[config.mk]
export PLATFORM = sky130hd
export DESIGN_NAME = sio_top
export DESIGN_NICKNAME = d
export VERILOG_FILES = /design/src/verilog/sio_top.v
export VERILOG_INCLUDE_DIRS = /design/src /design/src/verilog
export SDC_FILE = /design/constraint.sdc
export NUM_CORES = 1
export LEC_CHECK = 0
export ABC_AREA = 1
export BUFFER_PORTS_ARGS = -buffer_cell sky130_fd_sc_hd__buf_2
export CORE_UTILIZATION = 35
export DETAILED_ROUTE_END_ITERATION = 7
export PLACE_DENSITY = 0.61
export SYNTH_ARGS = -nofsm -noshare
export SYNTH_HDL_FRONTEND = slang
export SYNTH_SLANG_ARGS = --single-unit
[constraint.sdc]
create_clock -name clock -period 1.9 [get_ports clock]
set_input_delay 0.38 -clock clock [delete_from_list [all_inputs] [get_ports clock]]
set_output_delay 0.38 -clock clock [all_outputs]
set_load 0.01 [all_outputs]
[src/verilog/sio_defs.vh]
// constants for the safe i/o routing and supervision block
//
// Notes on behaviour
// - single source code picks output driver
// - code 0x43 gives always-on ready
// - codes 0x45/0x46 give restart requests
// - defaults: outputs 1,2,4 on, 3 off
// - settings volatile, reset restores defaults
// - paired output ignores its single code
// - pair level from equal inputs, unequal holds
// - disagreement over 100 ms raises failure
// - paired outputs driven identically
// - readable level for each safe input
// - readable level for each safe output
// - readable combined level per input pair
// - pair code triggers both pair outputs
`ifndef SIO_DEFS_VH
`define SIO_DEFS_VH
// register addresses
`define SIO_A_SRC0 8'h00
`define SIO_A_SRC1 8'h01
`define SIO_A_SRC2 8'h02
`define SIO_A_SRC3 8'h03
`define SIO_A_PSRC0 8'h04
`define SIO_A_PSRC1 8'h05
`define SIO_A_CTRL 8'h06
`define SIO_A_IN 8'h07
`define SIO_A_OUT 8'h08
`define SIO_A_STAT 8'h09
`define SIO_A_MASK 8'h0a
// control fields
`define SIO_C_OPAIR0 0
`define SIO_C_OPAIR1 1
`define SIO_C_IPAIR0 2
`define SIO_C_IPAIR1 3
`define SIO_C_RESTART 4
`define SIO_CTRL_WMASK 8'h1f
// status / level fields
`define SIO_S_FAIL0 0
`define SIO_S_FAIL1 1
`define SIO_L_PAIR0 4
`define SIO_L_PAIR1 5
// source codes
`define SIO_SRC_OFF 8'h00
`define SIO_SRC_FN_LAST 8'h40
`define SIO_SRC_READY 8'h43
`define SIO_SRC_RACK1 8'h45
`define SIO_SRC_RACK2 8'h46
`define SIO_SRC_ON 8'hff
// reset values
`define SIO_RST_ON 8'hff
`define SIO_RST_OFF 8'h00
`define SIO_RST_CTRL 8'h00
`define SIO_RST_MASK 8'h00
// discrepancy time
`define SIO_DISC_MS 100
`define SIO_CLK_KHZ 125000
`endif

[src/verilog/sio_top.v]
// safe i/o routing, pairing and discrepancy supervision
//
// Design decisions made here: the placing of the registers and the plain strobed port.
`timescale 1ns/1ps
`default_nettype none
`include "sio_defs.vh"
module sio_top #(
  parameter integer DISC_CYCLES = `SIO_DISC_MS * `SIO_CLK_KHZ
) (
  // clock and reset
  input wire clock,
  input wire resetn,
  // register port
  input wire [7:0] reg_addr,
  input wire [7:0] reg_wdata,
  input wire reg_wr,
  input wire reg_rd,
  output reg [7:0] reg_rdata,
  // safety function results, codes 0x01..0x40 at bits 1..64
  input wire [64:0] func_result,
  input wire [1:0] restart_req,
  // safe input terminals
  input wire [3:0] safe_in_pin,
  // safe output terminals and fault
  output reg [3:0] safe_out_pin,
  output reg io_failure,
  output reg irq
);

  // ------------------------------------------------------------
  // input synchronisers
  // ------------------------------------------------------------
  reg [3:0] in_meta_r;
  reg [3:0] in_r;
  reg [64:0] fn_meta_r;
  reg [64:0] fn_r;
  reg [1:0] rack_meta_r;
  reg [1:0] rack_r;

  // safe input terminals, only the second flop is read
  always @(posedge clock) begin
    if (!resetn) begin
      in_meta_r <= 4'h0;
      in_r <= 4'h0;
    end else begin
      in_meta_r <= safe_in_pin;
      in_r <= in_meta_r;
    end
  end

  // safety function results from the axis monitors
  always @(posedge clock) begin
    if (!resetn) begin
      fn_meta_r <= 65'h0;
      fn_r <= 65'h0;
    end else begin
      fn_meta_r <= func_result;
      fn_r <= fn_meta_r;
    end
  end

  // restart-acknowledge requests of both axes
  always @(posedge clock) begin
    if (!resetn) begin
      rack_meta_r <= 2'h0;
      rack_r <= 2'h0;
    end else begin
      rack_meta_r <= restart_req;
      rack_r <= rack_meta_r;
    end
  end

  // ------------------------------------------------------------
  // registers
  // ------------------------------------------------------------
  reg [7:0] src0_r;
  reg [7:0] src1_r;
  reg [7:0] src2_r;
  reg [7:0] src3_r;
  reg [7:0] psrc0_r;
  reg [7:0] psrc1_r;
  reg [7:0] ctrl_r;
  reg [7:0] mask_r;
  reg [1:0] fail_stat_r;
  reg [1:0] fail_evt_r;

  // ------------------------------------------------------------
  // write strobes per register
  // ------------------------------------------------------------
  wire wr_src0 = reg_wr && (reg_addr == `SIO_A_SRC0);
  wire wr_src1 = reg_wr && (reg_addr == `SIO_A_SRC1);
  wire wr_src2 = reg_wr && (reg_addr == `SIO_A_SRC2);
  wire wr_src3 = reg_wr && (reg_addr == `SIO_A_SRC3);
  wire wr_stat = reg_wr && (reg_addr == `SIO_A_STAT);
  wire wr_psrc0 = reg_wr && (reg_addr == `SIO_A_PSRC0);
  wire wr_psrc1 = reg_wr && (reg_addr == `SIO_A_PSRC1);
  wire wr_ctrl = reg_wr && (reg_addr == `SIO_A_CTRL);
  wire wr_mask = reg_wr && (reg_addr == `SIO_A_MASK);
  wire [1:0] stat_clr = wr_stat ? reg_wdata[`SIO_S_FAIL1:`SIO_S_FAIL0] : 2'h0;

  // ------------------------------------------------------------
  // source selection registers, volatile
  // ------------------------------------------------------------

  // output 1 single code; reset restores the default
  always @(posedge clock) begin
    if (!resetn) begin
      src0_r <= `SIO_RST_ON;
    end else if (wr_src0) begin
      src0_r <= reg_wdata;
    end
  end

  // output 2 single code
  always @(posedge clock) begin
    if (!resetn) begin
      src1_r <= `SIO_RST_ON;
    end else if (wr_src1) begin
      src1_r <= reg_wdata;
    end
  end

  // output 3 single code, the only one off after reset
  always @(posedge clock) begin
    if (!resetn) begin
      src2_r <= `SIO_RST_OFF;
    end else if (wr_src2) begin
      src2_r <= reg_wdata;
    end
  end

  // output 4 single code
  always @(posedge clock) begin
    if (!resetn) begin
      src3_r <= `SIO_RST_ON;
    end else if (wr_src3) begin
      src3_r <= reg_wdata;
    end
  end

  // pair 1+2 code, off after reset
  always @(posedge clock) begin
    if (!resetn) begin
      psrc0_r <= `SIO_RST_OFF;
    end else if (wr_psrc0) begin
      psrc0_r <= reg_wdata;
    end
  end

  // pair 3+4 code, off after reset
  always @(posedge clock) begin
    if (!resetn) begin
      psrc1_r <= `SIO_RST_OFF;
    end else if (wr_psrc1) begin
      psrc1_r <= reg_wdata;
    end
  end

  // ------------------------------------------------------------
  // control and interrupt mask
  // ------------------------------------------------------------

  // control; restart bit lasts one cycle so a stuck write cannot mask faults
  always @(posedge clock) begin
    if (!resetn) begin
      ctrl_r <= `SIO_RST_CTRL;
    end else if (wr_ctrl) begin
      ctrl_r <= reg_wdata & `SIO_CTRL_WMASK; // upper bits ignored
    end else begin
      ctrl_r[`SIO_C_RESTART] <= 1'b0;
    end
  end

  // interrupt mask, same layout as status
  always @(posedge clock) begin
    if (!resetn) begin
      mask_r <= `SIO_RST_MASK;
    end else if (wr_mask) begin
      mask_r <= reg_wdata;
    end
  end

  // ------------------------------------------------------------
  // source decode
  // ------------------------------------------------------------
  function sel_src;
    input [7:0] code;
    input [64:0] fn;
    input [1:0] rack;
    begin
      if (code == `SIO_SRC_ON)
        sel_src = 1'b1;
      else if (code == `SIO_SRC_READY)
        sel_src = 1'b1;
      else if (code == `SIO_SRC_RACK1)
        sel_src = rack[0];
      else if (code == `SIO_SRC_RACK2)
        sel_src = rack[1];
      else if (code != `SIO_SRC_OFF && code <= `SIO_SRC_FN_LAST)
        sel_src = fn[code[6:0]];
      else
        sel_src = 1'b0; // off and unassigned codes
    end
  endfunction

  // pairing enables
  wire opair0 = ctrl_r[`SIO_C_OPAIR0];
  wire opair1 = ctrl_r[`SIO_C_OPAIR1];
  wire ipair0 = ctrl_r[`SIO_C_IPAIR0];
  wire ipair1 = ctrl_r[`SIO_C_IPAIR1];
  // levels named by the pair and single codes
  wire p0_lvl = sel_src(psrc0_r, fn_r, rack_r);
  wire p1_lvl = sel_src(psrc1_r, fn_r, rack_r);
  wire s0_lvl = sel_src(src0_r, fn_r, rack_r);
  wire s1_lvl = sel_src(src1_r, fn_r, rack_r);
  wire s2_lvl = sel_src(src2_r, fn_r, rack_r);
  wire s3_lvl = sel_src(src3_r, fn_r, rack_r);
  reg [3:0] out_nxt;

  // pair code overrides single codes of both pair members
  always @* begin
    out_nxt[0] = opair0 ? p0_lvl : s0_lvl;
    out_nxt[1] = opair0 ? p0_lvl : s1_lvl;
    out_nxt[2] = opair1 ? p1_lvl : s2_lvl;
    out_nxt[3] = opair1 ? p1_lvl : s3_lvl;
    if (io_failure) begin
      out_nxt = 4'h0; // safe state drops all outputs
    end
  end

  // ------------------------------------------------------------
  // discrepancy supervision
  // ------------------------------------------------------------
  reg [31:0] disc0_r;
  reg [31:0] disc1_r;
  reg [1:0] pair_lvl_r;
  wire diff0 = ipair0 && (in_r[0] != in_r[1]);
  wire diff1 = ipair1 && (in_r[2] != in_r[3]);

  // pair 1+2 split timer, cleared on agreement
  always @(posedge clock) begin
    if (!resetn) begin
      disc0_r <= 32'h0;
    end else if (diff0) begin
      disc0_r <= disc0_r + 32'h1;
    end else begin
      disc0_r <= 32'h0;
    end
  end

  // pair 3+4 split timer, cleared on agreement
  always @(posedge clock) begin
    if (!resetn) begin
      disc1_r <= 32'h0;
    end else if (diff1) begin
      disc1_r <= disc1_r + 32'h1;
    end else begin
      disc1_r <= 32'h0;
    end
  end

  // ------------------------------------------------------------
  // failure events
  // ------------------------------------------------------------

  // one-cycle event when a split outlasts the limit
  always @(posedge clock) begin
    if (!resetn) begin
      fail_evt_r <= 2'h0;
    end else begin
      fail_evt_r[0] <= diff0 && (disc0_r == DISC_CYCLES[31:0]);
      fail_evt_r[1] <= diff1 && (disc1_r == DISC_CYCLES[31:0]);
    end
  end

  // ------------------------------------------------------------
  // pair levels
  // ------------------------------------------------------------

  // pair level follows only when both inputs agree
  always @(posedge clock) begin
    if (!resetn) begin
      pair_lvl_r <= 2'h0;
    end else begin
      if (in_r[0] == in_r[1])
        pair_lvl_r[0] <= in_r[0];
      if (in_r[2] == in_r[3])
        pair_lvl_r[1] <= in_r[2];
    end
  end

  // ------------------------------------------------------------
  // status, interrupt and outputs
  // ------------------------------------------------------------
  // sticky pair failures, set wins over write-one-to-clear
  always @(posedge clock) begin
    if (!resetn) begin
      fail_stat_r <= 2'h0;
    end else begin
      fail_stat_r <= (fail_stat_r & ~stat_clr) | fail_evt_r;
    end
  end

  // safe state, left only when the control restart bit is written
  always @(posedge clock) begin
    if (!resetn) begin
      io_failure <= 1'b0;
    end else if (|fail_evt_r) begin
      io_failure <= 1'b1;
    end else if (ctrl_r[`SIO_C_RESTART]) begin
      io_failure <= 1'b0; // new event beats restart
    end
  end

  // ------------------------------------------------------------
  // terminal drivers
  // ------------------------------------------------------------
  always @(posedge clock) begin
    if (!resetn) begin
      safe_out_pin <= 4'h0;
    end else begin
      safe_out_pin <= out_nxt;
    end
  end

  // ------------------------------------------------------------
  // level interrupt from unmasked status
  // ------------------------------------------------------------
  always @(posedge clock) begin
    if (!resetn) begin
      irq <= 1'b0;
    end else begin
      irq <= |(fail_stat_r & mask_r[`SIO_S_FAIL1:`SIO_S_FAIL0]);
    end
  end

  // ------------------------------------------------------------
  // read port
  // ------------------------------------------------------------
  reg [7:0] rdata_nxt;

  // read mux, zero for unmapped addresses and idle cycles
  always @* begin
    rdata_nxt = 8'h0;
    if (reg_rd) begin
      case (reg_addr)
        `SIO_A_SRC0: rdata_nxt = src0_r;
        `SIO_A_SRC1: rdata_nxt = src1_r;
        `SIO_A_SRC2: rdata_nxt = src2_r;
        `SIO_A_SRC3: rdata_nxt = src3_r;
        `SIO_A_PSRC0: rdata_nxt = psrc0_r;
        `SIO_A_PSRC1: rdata_nxt = psrc1_r;
        `SIO_A_CTRL: rdata_nxt = ctrl_r;
        `SIO_A_IN: rdata_nxt = {2'h0, pair_lvl_r, in_r};
        `SIO_A_OUT: rdata_nxt = {2'h0, safe_out_pin[2], safe_out_pin[0], safe_out_pin};
        `SIO_A_STAT: rdata_nxt = {5'h0, io_failure, fail_stat_r};
        `SIO_A_MASK: rdata_nxt = mask_r;
        default: rdata_nxt = 8'h0;
      endcase
    end
  end

  // read data stands one cycle after the strobe
  always @(posedge clock) begin
    if (!resetn) begin
      reg_rdata <= 8'h0;
    end else begin
      reg_rdata <= rdata_nxt;
    end
  end

endmodule
`default_nettype wire

# Word-level counts from Yosys, hierarchy flattened
# Index checks and enable logic that the tools add are counted.
dict set report totals {
  inputBits 91
  word_cells 168
  out_inout_bits 14
  reg_bits 287
}
dict set report op_classes {
  order_cmp 12
  eq_ne 40
  addsub 2
  n_mux 50
  reduce_logical 34
  bitwise_logic 5
}
# operator count
set ops {}
lappend ops {{$eq 8x7->1 const B} 18}
lappend ops {{$pmux 8 s11} 1}
lappend ops {{$add 32x1->32 const B} 2}
lappend ops {{$eq 32x24->1 const B} 2}
lappend ops {{$eq 8x8->1 const B} 6}
lappend ops {{$le 8x7->1 const B} 6}
lappend ops {{$lt 7x8->1 const B} 6}
lappend ops {{$reduce_bool 8->1} 6}
lappend ops {{$bmux 1 s7} 6}
lappend ops {{$mux 1} 42}
lappend ops {{$eq 8x3->1 const B} 4}
lappend ops {{$eq 8x4->1 const B} 3}
lappend ops {{$logic_and 1x1->1} 19}
lappend ops {{$eq 8x2->1 const B} 2}
lappend ops {{$eq 8x1->1 const B} 1}
lappend ops {{$logic_not 8->1} 1}
lappend ops {{$reduce_and 2->1} 4}
lappend ops {{$reduce_or 2->1} 3}
lappend ops {{$and 2x2->2} 2}
lappend ops {{$eq 1x1->1} 2}
lappend ops {{$mux 2} 1}
lappend ops {{$ne 1x1->1} 2}
lappend ops {{$not 2->2} 1}
lappend ops {{$or 2x2->2} 1}
lappend ops {{other kinds (2)} 2}

# Longest topological paths before layout
dict set report depth {
  ltp_word 8
  mapped_depth 19
}

# Worst setup path after synthesis
# OpenSTA, ideal clock, no wires.
dict set report synth_timing {
  path_type {register to register}
  startpoint {reg disc0_r[0]}
  endpoint {reg disc0_r[28]}
  path_stages_with_launch 17
  t_arrival_ns 1.826
  t_required_ns 1.783
  synth_period_minus_slack_ns 1.943
  path_slack_ns -0.043
  path_buffers 0
  path_cell_list {dfxtp_1 -> ha_1 -> nand3_1 -> inv_2 -> nand2_2 -> nor2_4 -> nand2_2 -> nor2_4 -> nand2_2 -> nor2_4 -> nand2_2 -> nor2_4 -> nand3_2 -> nor2_4 -> nand2_2 -> o21ai_1 -> a21oi_1}
}
dict set report synth_via {
  elab_chain_len 1
}
# item line
set synth_rtl {}
lappend synth_rtl {{start: declaration} sio_top.v:234} ;# reg [31:0] disc0_r;
lappend synth_rtl {{start signal: assignment} sio_top.v:245} ;# disc0_r <= disc0_r + 32'h1;
lappend synth_rtl {{$add 32x1->32} sio_top.v:245}
# Every way passes these cells.
# A chain may end at the register's enable or synchronous reset.

# Worst setup path after layout
dict set report layout_timing {
  startpoint {reg disc1_r[1]}
  endpoint {reg disc1_r[28]}
}
dict set report layout_via {
  elab_chain_len 1
}
# item line
set layout_rtl {}
lappend layout_rtl {{start: declaration} sio_top.v:235} ;# reg [31:0] disc1_r;
lappend layout_rtl {{start signal: assignment} sio_top.v:256} ;# disc1_r <= disc1_r + 32'h1;
lappend layout_rtl {{$add 32x1->32} sio_top.v:256}
# Every way passes these cells.

==> run_results.csv <==
group,metric,value,unit
logic_synthesis,synth.most_common_cell,"nand2_1",
routing,wl_per_cell,18.52,um
logic_synthesis,synth.area.top_cells,"dfxtp_1 38%, nand2_1 19%, inv_1 9.9%",
logic_synthesis,syn_area_per_cell,6.269,um^2
routing,ant_nets,0,
finish,fillers,4279,
logic_synthesis,synth-seq-cells,287,
power,ir_drop,0.0006692,V
grt,gr-total-overflow,0,
power,powerDensity,663.7,nW/um^2
sta,period_minus_slack,2044,ps
floorplanning,die_y,208.9,um
setup_path,endpoint_kind,"flip-flop",
setup_path,crit_type,"flip-flop to flip-flop",
sta,max-slew-margin-rel,34.43,%
routing,drc_errors,0,
floorplanning,rows,75,
place,port_buffers,104,
finish,area_growth,40.15,%
routing,drt_first_iter_violations,1463,
grt,grt_antenna_before_repair,0,
logic_synthesis,seq_area_frac_synth,38.33,%
logic_synthesis,synthTopCellsByCount,"766 x nand2_1, 397 x inv_1, 287 x dfxtp_1",
setup_path,startpoint_type,"flip-flop",
setup_path,path_max_fanout,3,
logic_synthesis,synthArstFlopShare,0,%
routing,drt_pass1_iterations,6,
place,place_area,18250,um^2
grt,grt_pass1_wl,93470,um
clock_tree,cts_sinks,287,
floorplanning,start_util,35.57,%
run_status,violations,"setup timing",
sta,tightest_slew,983.5,ps
floorplanning,core,42130,um^2
logic_synthesis,ys_warn_count,0,
logic_synthesis,ys_types,48,
run_status,status,"finished, violations left",
finish,design_area,21010,um^2
place,hpwl,46850,um
finish,drive_above_1_share,25.55,%
sta,finalSetupViolCount,22,
power,p_leak,10.37,nW
clock_tree,clk_path_buf_depth,3,
place,place_congestion,1.082,
sta,fin_ws,-144.4,ps
clock_tree,root_buffer,"clkbuf_16",
logic_synthesis,netlist_area,14990,um^2
logic_synthesis,synthFlopType,"dfxtp_1",
clock_tree,clkTransAtPathRegs,60,ps
clock_tree,insertion_delay,560,ps
floorplanning,die_w,208.9,um
routing,totalWireLength,62610,um
grt,grt_max_degree,189,
clock_tree,htree_levels,2,
clock_tree,cts_tree,"done",
floorplanning,die_area,43650,um^2
place,pre_cts_ws,-440.8,ps
sta,min_period_over_period,107.6,%
finish,fin_nets,2913,
sta,rsz0062_at_grt,"yes",
finish,final_util,49.86,%
floorplanning,io_pins,105,
grt,grtUsageTotal,27.93,%
clock_tree,cts_buffers,34,
sta,slew_viol_final,0,
logic_synthesis,synth_nets,2486,
logic_synthesis,synthCells,2391,
finish,antennaDiodeCount,0,
sta,fmax,489.1,MHz
setup_path,crit_required,2350,ps
worst_hold_path,hold_path_class,"input port to flip-flop",
routing,vias_per_cell,5.122,
routing,vias,17310,
sta,skew,23.74,ps
grt,grt_pass1_vias,16320,
sta,final_hold_viol_count,0,
logic_synthesis,synth_top_cell_area_share,38.33,%
job,drv_cap,0,
setup_path,cp_data_arrival_time,2490,ps
logic_synthesis,synth_edf_count,0,
logic_synthesis,yosys.area.top_type,"dfxtp_1",
[metrics by stage]
stage	setup TNS, ps	total power [mW]	cells	hold slack, ps
6_report	-1403	13.94	3380	17.45
5_1_grt	-5487	14.42	3380	18.43
4_1_cts	-1720	14.07	3357	0.01776
3_5_place_dp	-6288	7.233	3247	399.1
2_1_floorplan	-74.64	6.756	2391	390.5
3_3_place_gp	-5937	7.229	3247	396.2
[cell usage in the layout, fill, tap and decap left out, drive strengths merged, types with 20 or more instances in the layout]
master / synthesis / routed
a21oi: 113 / 113
buf: 25 / 452
clkbuf: 61 / 51
dfxtp: 287 / 287
dlygate4sd3: 0 / 20
inv: 407 / 407
nand2: 774 / 774
nand3: 120 / 120
nand4: 39 / 39
nor2: 229 / 229
nor3: 45 / 45
o211ai: 26 / 26
o21ai: 144 / 144
o22ai: 21 / 21
[power by group]
part	switching, mW	internal (mW)	leakage, nW
Sequential	0.122	6.15	2.35
Clock	2.67	4.11	0.573
Combinational	0.527	0.363	7.44
[worst max-delay path, stage by stage, from the launching register on]
cell     delay (ps)
dfxtp_2         360
ha_4            150
nand2_4          50
nor2_4          120
nand3_4          90
nor2_4          120
nand2_2          70
nor2_2           90
nand3_2         110
nor2_4          140
nand2_4          80
nor2_4          100
nand4_1         150
inv_2            90
nand2_2          50
o21ai_1         120
nor2_1           50
[layer usage]
layer	vias to the layer above	share of wire, %	GRT usage (%)
met5	-	0	0
met4	0	4.1	11.64
met3	139	8.9	5.410
met2	755	43	43.15
met1	8032	44	37.93
li1	8387	-	-
[cells by family (layout without fill, tap and decap cells)]
kind of cell,count (synthesis),in the layout,synth area share (%)
buffers and inverters,496,946,12.60
adders and majority gates,4,4,0.3339
DFF,287,287,38.33
and+or+nand+nor,1235,1235,34.43
xor gates and xnor gates,6,6,0.3506
AOI/OAI and AO/OA,363,363,13.96
[final cells by class]
cell class / instances / area, um^2 / area share [%]
Sequential cell: 287 / 5799 / 27.61
Inverter: 410 / 1570 / 7.475
Timing Repair Buffer: 477 / 3756 / 17.88
Tap cell: 539 / 674.4 / 3.210
Clock buffer: 46 / 997.2 / 4.747
Multi-Input combinational cell: 1608 / 8034 / 38.25
Clock inverter: 13 / 175.2 / 0.8339
[worst paths after layout]
path / start / to / slack [ps] / depth (start not counted)
hold / removal: func_result[20] / fn_meta_r[20] / 20 / 3
hold reg to reg: fn_meta_r[49] / fn_r[49] / 410 / 2
setup / recovery: disc1_r[1] / disc1_r[28] / -140 / 16
setup reg to reg: disc1_r[1] / disc1_r[28] / -140 / 16
[registers in the layout, summed over array words and instances (netlist names)]
register      cells
fn_r             65
rack_meta_r       2
psrc1_r           8
in_r              4
safe_out_pin      4
fn_meta_r        65
fail_evt_r        2
in_meta_r         4
io_failure        1
rack_r            2
mask_r            8
irq               1
psrc0_r           8
fail_stat_r       2
src2_r            8
pair_lvl_r        2
reg_rdata         8
src0_r            8
src1_r            8
ctrl_r            5
disc0_r          32
src3_r            8
disc1_r          32
[repair_timing]
action | CTS | global route
setup buffers | 33 | 21
endpoints found under the hold margin | 20 | 0
setup endpoints to repair | 27 | 37
hold buffers | 20 | 0
gates resized for setup | 115 | 173
pin swaps | 21 | 57
cloned | 0 | 7
Power figures use the tool's default switching activity.
